## src/design/gpab_pkg.sv

```systemverilog
// Constants, register map and carrier types for the two-port GPIO block.
// Assumes a classic Wishbone slave with 32-bit data, one word per register.
// ****************************************************************
// Summary of operation
// ****************************************************************
package gpab_pkg;
    // ****************************************************************
    // Register indices (byte address is four times the index)
    // ****************************************************************
    localparam logic [7:0] GPAB_IDX_PA_DATA = 8'h05; // Port A pins/latch
    localparam logic [7:0] GPAB_IDX_PB_DATA = 8'h06; // Port B pins/latch
    localparam logic [7:0] GPAB_IDX_OPTION = 8'h81; // Option register
    localparam logic [7:0] GPAB_IDX_PA_DIR = 8'h85; // Port A direction
    localparam logic [7:0] GPAB_IDX_PB_DIR = 8'h86; // Port B direction
    localparam logic [7:0] GPAB_IDX_ANCFG = 8'h9f; // Analog pin config
    localparam logic [7:0] GPAB_IDX_INTCTL = 8'h0b; // Interrupt control
    localparam logic [7:0] GPAB_IDX_SLEEP = 8'h0c; // Sleep control
    // Field positions
    localparam int GPAB_PU_DIS_BIT = 7; // Pull-up disable, active high
    localparam int GPAB_CHG_FLAG_BIT = 0; // Port change flag
    localparam int GPAB_CHG_EN_BIT = 3; // Port change enable
    localparam int GPAB_TMR_PIN = 4; // Timer clock pin of port A
    localparam int GPAB_SS_PIN = 5; // Slave select pin of port A
    localparam int GPAB_EXT_PIN = 0; // External interrupt pin of port B
    localparam int GPAB_PGC_PIN = 6; // Programming clock pin
    localparam int GPAB_PGD_PIN = 7; // Programming data pin
    // Reset values
    localparam logic [5:0] GPAB_PA_DIR_RST = 6'h3f;
    localparam logic [7:0] GPAB_PB_DIR_RST = 8'hff;
    localparam logic [7:0] GPAB_OPTION_RST = 8'hff;
    localparam logic [2:0] GPAB_ANCFG_RST = 3'h0;
    localparam logic [7:0] GPAB_INTCTL_RST = 8'h00;
    localparam logic [31:0] GPAB_UNMAPPED = 32'h0000_0000;
    // Analog configuration code that leaves all port A pins digital
    localparam logic [2:0] GPAB_ANCFG_DIGITAL = 3'h6;

    // Wishbone request carrier
    typedef struct packed {
        logic cyc;
        logic stb;
        logic we;
        logic [3:0] sel;
        logic [9:0] adr; // Byte address
        logic [31:0] dat;
    } gpab_wb_req_t;

    // Pin group carrier: input, output and output enable (low drives)
    typedef struct packed {
        logic [7:0] din;
        logic [7:0] dout;
        logic [7:0] oe_n;
    } gpab_pins_t;
endpackage

```

## src/design/gpab_top.sv

```systemverilog
// GPIO ports A and B with interrupt-on-change and Wishbone registers.
// Assumes pin inputs are synchronous to mclk; pads resolve level from oe_n.
//
// Added by the designer: the Wishbone interface to the registers.
module gpab_top #(
    parameter bit HAS_ANALOG = 1'b1 // Analog-converter variant
) (
    input wire logic mclk,
    input wire logic rst_n,
    input wire logic por_n, // Power-on reset marker, low on power-on
    input wire gpab_pkg::gpab_wb_req_t wb_req,
    output logic [31:0] wb_dat_o,
    output logic wb_ack_o,
    input wire logic [5:0] pa_din,
    output logic [5:0] pa_dout,
    output logic [5:0] pa_oe_n,
    input wire logic [7:0] pb_din,
    output logic [7:0] pb_dout,
    output logic [7:0] pb_oe_n,
    output logic [7:0] pb_pullup_en,
    output logic [2:0] analog_pin_configuration,
    output logic timer_zero_clock_pin,
    output logic slave_select_pin,
    output logic external_interrupt_pin,
    output logic prog_clk_in,
    output logic prog_data_in,
    output logic port_change_flag,
    output logic port_change_irq,
    output logic wake_n
);
    import gpab_pkg::*;

    // ****************************************************************
    // Registers
    // ****************************************************************
    logic [5:0] pa_latch_r; // Port A output latch
    logic [5:0] port_a_direction_r; // One bit per pin, 1 = input
    logic [7:0] pb_latch_r; // Port B output latch
    logic [7:0] port_b_direction_r; // 1 = input
    logic [7:0] option_r; // Option register
    logic [2:0] ancfg_r; // Analog pin configuration
    logic [7:0] intctl_r; // Interrupt control register
    logic sleep_r; // Sleep request
    logic [3:0] chg_copy_r; // Levels of bits 7:4 at last access
    logic ack_r; // Bus acknowledge
    logic [31:0] rdat_r; // Read data
    logic pu_off_r; // Pull-ups held off since power-on

    // ****************************************************************
    // Bus decode
    // ****************************************************************
    logic req; // New access this cycle
    logic wr; // Write access
    logic [7:0] idx; // Register index
    logic pb_access; // Any port B data access
    logic [3:0] mismatch; // Per-pin change
    logic chg_any; // OR of mismatches
    logic [5:0] analog_mask; // Port A pins in analog mode

    // Word index from byte address
    function automatic logic [7:0] word_idx(input logic [9:0] a);
        return a[9:2];
    endfunction

    // Lane-merge a byte into an old value using sel bit 0
    function automatic logic [7:0] merge8(input logic [7:0] o,
                                          input logic [31:0] d,
                                          input logic [3:0] s);
        return s[0] ? d[7:0] : o;
    endfunction

    assign req = wb_req.cyc && wb_req.stb && !ack_r;
    assign wr = req && wb_req.we;
    assign idx = word_idx(wb_req.adr);
    assign pb_access = req && (idx == GPAB_IDX_PB_DATA);

    // Analog pins: code 000 makes 0,1,2,3,5 analog
    always_comb begin
        analog_mask = 6'h00;
        if (HAS_ANALOG && ancfg_r != GPAB_ANCFG_DIGITAL) begin
            analog_mask = 6'h2f;
        end
    end

    // ****************************************************************
    // Port A registers
    // ****************************************************************
    // Direction resets to all ones on every reset
    always_ff @(posedge mclk or negedge rst_n) begin
        if (!rst_n) begin
            port_a_direction_r <= GPAB_PA_DIR_RST;
        end else if (wr && idx == GPAB_IDX_PA_DIR && wb_req.sel[0]) begin
            port_a_direction_r <= wb_req.dat[5:0];
        end
    end

    // Output latch; write updates latch only
    always_ff @(posedge mclk or negedge rst_n) begin
        if (!rst_n) begin
            pa_latch_r <= 6'h00;
        end else if (wr && idx == GPAB_IDX_PA_DATA && wb_req.sel[0]) begin
            pa_latch_r <= wb_req.dat[5:0];
        end
    end

    // Analog configuration, only in the analog variant
    always_ff @(posedge mclk or negedge rst_n) begin
        if (!rst_n) begin
            ancfg_r <= GPAB_ANCFG_RST;
        end else if (HAS_ANALOG && wr && idx == GPAB_IDX_ANCFG
                     && wb_req.sel[0]) begin
            ancfg_r <= wb_req.dat[2:0];
        end
    end

    // ****************************************************************
    // Port B registers
    // ****************************************************************
    // Direction resets to all ones
    always_ff @(posedge mclk or negedge rst_n) begin
        if (!rst_n) begin
            port_b_direction_r <= GPAB_PB_DIR_RST;
        end else if (wr && idx == GPAB_IDX_PB_DIR) begin
            port_b_direction_r <= merge8(port_b_direction_r, wb_req.dat,
                                         wb_req.sel);
        end
    end

    // Output latch
    always_ff @(posedge mclk or negedge rst_n) begin
        if (!rst_n) begin
            pb_latch_r <= 8'h00;
        end else if (wr && idx == GPAB_IDX_PB_DATA) begin
            pb_latch_r <= merge8(pb_latch_r, wb_req.dat, wb_req.sel);
        end
    end

    // Option register; pull-up disable bit reset high
    always_ff @(posedge mclk or negedge rst_n) begin
        if (!rst_n) begin
            option_r <= GPAB_OPTION_RST;
        end else if (wr && idx == GPAB_IDX_OPTION) begin
            option_r <= merge8(option_r, wb_req.dat, wb_req.sel);
        end
    end

    // Pull-ups stay off after a power-on reset until option is written
    always_ff @(posedge mclk or negedge rst_n) begin
        if (!rst_n) begin
            pu_off_r <= 1'b1;
        end else if (!por_n) begin
            pu_off_r <= 1'b1;
        end else if (wr && idx == GPAB_IDX_OPTION) begin
            pu_off_r <= 1'b0;
        end
    end

    // ****************************************************************
    // Change detection
    // ****************************************************************
    // Mismatch only on inputs among bits 7:4
    assign mismatch = (pb_din[7:4] ^ chg_copy_r)
                      & port_b_direction_r[7:4];
    assign chg_any = |mismatch;

    // Copy refreshed by any port B data access
    always_ff @(posedge mclk or negedge rst_n) begin
        if (!rst_n) begin
            chg_copy_r <= 4'h0;
        end else if (pb_access) begin
            chg_copy_r <= pb_din[7:4];
        end
    end

    // Interrupt control; the set from a mismatch wins over a clear
    always_ff @(posedge mclk or negedge rst_n) begin
        if (!rst_n) begin
            intctl_r <= GPAB_INTCTL_RST;
        end else begin
            if (wr && idx == GPAB_IDX_INTCTL && wb_req.sel[0]) begin
                intctl_r <= wb_req.dat[7:0];
            end
            if (chg_any) begin
                intctl_r[GPAB_CHG_FLAG_BIT] <= 1'b1;
            end
        end
    end

    // Sleep request, ended by a port change
    always_ff @(posedge mclk or negedge rst_n) begin
        if (!rst_n) begin
            sleep_r <= 1'b0;
        end else if (intctl_r[GPAB_CHG_FLAG_BIT]) begin
            sleep_r <= 1'b0;
        end else if (wr && idx == GPAB_IDX_SLEEP && wb_req.sel[0]) begin
            sleep_r <= wb_req.dat[0];
        end
    end

    // ****************************************************************
    // Read data and acknowledge
    // ****************************************************************
    always_ff @(posedge mclk or negedge rst_n) begin
        if (!rst_n) begin
            rdat_r <= GPAB_UNMAPPED;
        end else if (req) begin
            case (idx)
                GPAB_IDX_PA_DATA: // Pins, analog pins read zero
                    rdat_r <= {26'h0, pa_din & ~analog_mask};
                GPAB_IDX_PA_DIR:
                    rdat_r <= {26'h0, port_a_direction_r};
                GPAB_IDX_PB_DATA:
                    rdat_r <= {24'h0, pb_din};
                GPAB_IDX_PB_DIR:
                    rdat_r <= {24'h0, port_b_direction_r};
                GPAB_IDX_OPTION:
                    rdat_r <= {24'h0, option_r};
                GPAB_IDX_ANCFG:
                    rdat_r <= HAS_ANALOG ? {29'h0, ancfg_r} : GPAB_UNMAPPED;
                GPAB_IDX_INTCTL:
                    rdat_r <= {24'h0, intctl_r};
                GPAB_IDX_SLEEP:
                    rdat_r <= {31'h0, sleep_r};
                default:
                    rdat_r <= GPAB_UNMAPPED;
            endcase
        end
    end

    // One-cycle ack one cycle after request
    always_ff @(posedge mclk or negedge rst_n) begin
        if (!rst_n) begin
            ack_r <= 1'b0;
        end else begin
            ack_r <= req;
        end
    end

    // ****************************************************************
    // Pin drivers
    // ****************************************************************
    always_comb begin
        pa_dout = pa_latch_r;
        pa_oe_n = port_a_direction_r | analog_mask;
        // Open-drain: only drive when latch is low
        pa_dout[GPAB_TMR_PIN] = 1'b0;
        pa_oe_n[GPAB_TMR_PIN] = port_a_direction_r[GPAB_TMR_PIN]
                                | pa_latch_r[GPAB_TMR_PIN];
    end

    assign pb_dout = pb_latch_r;
    assign pb_oe_n = port_b_direction_r;
    // Pull-up on only for inputs with disable bit clear
    assign pb_pullup_en = (pu_off_r || option_r[GPAB_PU_DIS_BIT])
                          ? 8'h00 : port_b_direction_r;

    // Alternate functions; Schmitt buffering lives in the pad
    assign timer_zero_clock_pin = pa_din[GPAB_TMR_PIN];
    assign slave_select_pin = pa_din[GPAB_SS_PIN];
    assign external_interrupt_pin = pb_din[GPAB_EXT_PIN];
    assign prog_clk_in = pb_din[GPAB_PGC_PIN];
    assign prog_data_in = pb_din[GPAB_PGD_PIN];
    assign analog_pin_configuration = ancfg_r;
    assign port_change_flag = intctl_r[GPAB_CHG_FLAG_BIT];
    assign port_change_irq = intctl_r[GPAB_CHG_FLAG_BIT]
                             & intctl_r[GPAB_CHG_EN_BIT];
    assign wake_n = !sleep_r;
    assign wb_dat_o = rdat_r;
    assign wb_ack_o = ack_r;

    // ****************************************************************
    // Assertions
    // ****************************************************************
    a_flag_on_mismatch: assert property (
        @(posedge mclk) disable iff (!rst_n)
        chg_any |=> port_change_flag)
        else $error("mismatch did not set flag");
    a_access_ends_mismatch: assert property (
        @(posedge mclk) disable iff (!rst_n)
        pb_access && $stable(pb_din) ##1 $stable(pb_din) |-> !chg_any)
        else $error("port access did not end mismatch");
    a_output_excluded: assert property (
        @(posedge mclk) disable iff (!rst_n)
        (port_b_direction_r[7:4] == 4'h0) |-> !chg_any)
        else $error("output pin caused change");
    a_pullup_output_off: assert property (
        @(posedge mclk) disable iff (!rst_n)
        (pb_pullup_en & ~port_b_direction_r) == 8'h00)
        else $error("pull-up on output pin");
    a_pb_drive_latch: assert property (
        @(posedge mclk) disable iff (!rst_n)
        ((pb_dout ^ pb_latch_r) | (pb_oe_n ^ port_b_direction_r)) == 8'h00)
        else $error("port B drive wrong");
    a_od_never_high: assert property (
        @(posedge mclk) disable iff (!rst_n)
        !pa_oe_n[GPAB_TMR_PIN] |-> !pa_dout[GPAB_TMR_PIN])
        else $error("open-drain pin drove high");
    a_ack_one_cycle: assert property (
        @(posedge mclk) disable iff (!rst_n)
        req |=> wb_ack_o ##1 !wb_ack_o)
        else $error("ack timing wrong");
    a_flag_wakes: assert property (
        @(posedge mclk) disable iff (!rst_n)
        port_change_flag |=> wake_n)
        else $error("change did not wake");
    a_pullup_por_off: assert property (
        @(posedge mclk) disable iff (!rst_n)
        !por_n |=> pb_pullup_en == 8'h00)
        else $error("pull-up on after power-on");

    c_change_flag: cover property (@(posedge mclk) disable iff (!rst_n)
        !port_change_flag ##1 port_change_flag);
    c_wake: cover property (@(posedge mclk) disable iff (!rst_n)
        sleep_r ##1 !sleep_r);
    c_pb_read: cover property (@(posedge mclk) disable iff (!rst_n)
        pb_access && !wb_req.we);
endmodule

```

## config.mk

```make
export PLATFORM = sky130hd
export DESIGN_NAME = gpab_top
export DESIGN_NICKNAME = d
export VERILOG_FILES = /design/src/design/gpab_pkg.sv /design/src/design/gpab_top.sv
export SDC_FILE = /design/constraint.sdc
export NUM_CORES = 1
export LEC_CHECK = 0
export CAP_MARGIN = 20
export CORE_ASPECT_RATIO = 0.8
export CORE_UTILIZATION = 55
export DETAILED_ROUTE_END_ITERATION = 6
export DONT_BUFFER_PORTS = 1
export PLACE_DENSITY = 0.7
export SLEW_MARGIN = 30
export SYNTH_ARGS = -nofsm -noshare
export SYNTH_HDL_FRONTEND = slang
export SYNTH_SLANG_ARGS = --single-unit
```

## constraint.sdc

```tcl
create_clock -name mclk -period 3.5 [get_ports mclk]
set_input_delay 0.35 -clock mclk [delete_from_list [all_inputs] [get_ports mclk]]
set_output_delay 0.35 -clock mclk [all_outputs]
set_load 0.01 [all_outputs]
```

==> results.ini <==
[power]
power_frac_seq_pct = 48.9
pwr-share-clk_pct = 46.0
swShare_pct = 22.7
comb_power_share_pct = 5.1
power_w = 0.00152
switching_power_w = 0.000345
ir_drop_v = 0.000320
power.density_nw_per_um2 = 425
leakagePower_nw = 1.56
power.internal_w = 0.00117

[cts]
root_buffer = clkbuf_8
cts_setup_buffers = 0
cts_tree = done
ctsLongestPathBuffers = 2
cts_made_buffers = 9
clock-sinks = 62
ctsHoldBuffers = 2
clk_pin_slew_ps = 70
cts_max_level = 3
clock_latency_ps = 340
cts-resized-gates = 0

[routing]
num_vias = 2262
wire_per_inst_um = 21.0
ant_nets = 0
first_pass_iters = 4
drt_iter0_drc = 283
drt-vias-per-instance = 5.97
drc_errors = 0
routed_wl_um = 7970

[synthesis]
synthArstFlopShare_pct = 100
synth_seq_cells = 62
syn_area_um2 = 3420
syn_area_per_cell_um2 = 11.4
seq_area_frac_synth_pct = 46.2
ys_warn_count = 0
synth_edf_count = 0
ys_types = 55
yosys_most_used_dff = dfrtp_1
synthCells = 301

[timing]
max_slew_margin_pct = 43.1
fin_crit_ps = 2330
drv_slew = 0
fin_skew_ps = 8.78
fin_tns_setup_ps = 0
hold_viol_final = 0
setup_ws_ps = 1170
max_clock_freq_mhz = 429
worst_pin_slew_ps = 852
period_share_pct = 66.6
rsz0062_at_grt = no
finalSetupViolCount = 0

[layout]
multi_input_area_um2 = 1600
layout_common_cells = mux2_2 (49), dfrtp_1 (39), conb_1 (25)
seqCellArea_um2 = 1580
nets = 359
drive_gt1_share_pct = 36.2
final_core_util_pct = 60.1
area_delta_synth_final_pct = 4.35
n_antenna_cell = 0
final_common_cell = mux2_2
fillers = 515

[status]
status = finished clean

[min_path]
hp-class = primary input to flop
hp-start = por_n
holdPathStages = 1
holdPathEnd = pu_off_r

[worst_setup_path]
crit_path_end_kind = flop
cpPeakStageDelay_ps = 730
crit_chain = nand3b_4, clkinv_1, nand4_1, nor2b_1, mux2_2
arrival_ps = 2560
ff2ff_path_depth = 5
critPathMaxFanout = 15
worstSetupStartpointType = flop
cpLargestDelayFamily = simple AND/OR/NAND/NOR gates
crit_buf_inv = 1
cp.required_ps = 3730
cp_slowest_cell = nor2b_1
critPathKind = flop to flop
r2r-end = intctl_r[6]
r2r_start = wb_ack_o
rrSetupSlack_ps = 1170

[place]
place.gp.congestion = 0.854
dp_hpwl_um = 5690
place_worst_setup_slack_ps = 1220
io_buffers = 0

[floorplan]
rows = 25
die_w_um = 90.2
core_region_area_um2 = 5940
initial_utilization_pct = 57.6
die-area_um2 = 6550
die_h_um = 72.6
io-pin-count = 146

[global_routing]
grt_pass1_vias = 2208
antenna_found_initial = 0
grt_usage_pct = 25.5
overflow = 0
grt_pass1_wl_um = 12200
grt_max_degree = 63

[run]
drv_cap = 0

==> worst max path at each step <==
stage,end,from,slack [ps],cells after the start
floorplan,pb_dout[0],wb_req[41],1760,5
global placement,intctl_r[2],wb_ack_o,1240,5
detailed placement,intctl_r[6],wb_ack_o,1220,5
CTS,intctl_r[6],wb_ack_o,1200,5
global route,intctl_r[1],wb_ack_o,1070,5
finish,intctl_r[6],wb_ack_o,1170,5
==> layer usage <==
metal / GRT usage, % / wire length [um] / vias to the layer above / share of wire (%)
met2: 37.0 / 3600 / 117 / 45
met3: 10.5 / 833 / 19 / 10
met5: 0 / 0 / - / 0
met1: 33.8 / 3350 / 1108 / 42
li1: - / - / 1018 / -
met4: 11.5 / 193 / 0 / 2.4
==> cells by family after synthesis <==
family          share of synthesized area, %
simple gates                            15.9
flops                                   46.2
mux                                     17.4
buf+inv                                 9.61
compound gates                          9.72
xor+xnor                                1.02
other cells                            0.110
==> power groups by stage <==
stage          logic [W]  clock network [W]  registers (W)
4_1_cts        0.0000786           0.000718       0.000741
6_report       0.0000781           0.000698       0.000742
5_1_grt        0.0000875           0.000738       0.000742
3_3_place_gp   0.0000582                  0       0.000754
2_1_floorplan  0.0000873                  0       0.000750
3_5_place_dp   0.0000596                  0       0.000754
==> synth_stat cells (2+ instances only) <==
library cell,n,area [um2]
buf_4,36,270
a31oi_1,2,12.5
clkbuf_1,5,18.8
mux2_2,49,552
o21ai_0,5,25.0
nand4_1,2,12.5
o21ai_1,3,15.0
xor2_1,4,35.0
buf_2,5,25.0
or2_2,7,43.8
and3_1,3,18.8
a211oi_1,2,15.0
nor2b_1,6,37.5
a32oi_1,6,52.6
nand3_1,9,45.0
mux2i_1,3,30.0
dfrtp_1,39,976
a22oi_1,12,90.1
nor2_1,5,18.8
a22o_1,2,17.5
nand2_1,21,78.8
dfstp_2,23,604
o22ai_1,4,25.0
a221oi_1,2,17.5
nand3b_1,2,15.0
and3b_1,2,17.5
and2_1,9,56.3
a21oi_1,5,25.0
clkinv_1,2,7.51
==> cell type report <==
type                    count  share of cell area (%)
multi-input cells         213                    44.9
flip-flops and latches     62                    44.2
clock buffers              10                    3.85
well taps                  81                    2.84
clock inverters             6                    2.38
repair buffers              4                    1.47
inverters                   3                   0.315
==> state kept, by name (all words and copies together) (netlist names) <==
| signal | count |
|---|---|
| analog_pin_configuration | 3 |
| chg_copy_r | 4 |
| intctl_r | 8 |
| option_r | 8 |
| pa_latch_r | 6 |
| pb_dout | 8 |
| pb_oe_n | 8 |
| port_a_direction_r | 6 |
| pu_off_r | 1 |
| sleep_r | 1 |
| wb_ack_o | 1 |
| wb_dat_o | 8 |
==> stage by stage <==
step / hold WS, ps / cells / instance area [um2]
global route: 24.8 / 379 / 3570
floorplan: 54.4 / 325 / 3510
finish: 38.4 / 379 / 3570
detailed placement: 56.1 / 361 / 3310
CTS: 26.7 / 379 / 3570
global placement: 56.3 / 361 / 3310
Power figures use the tool's default switching activity.
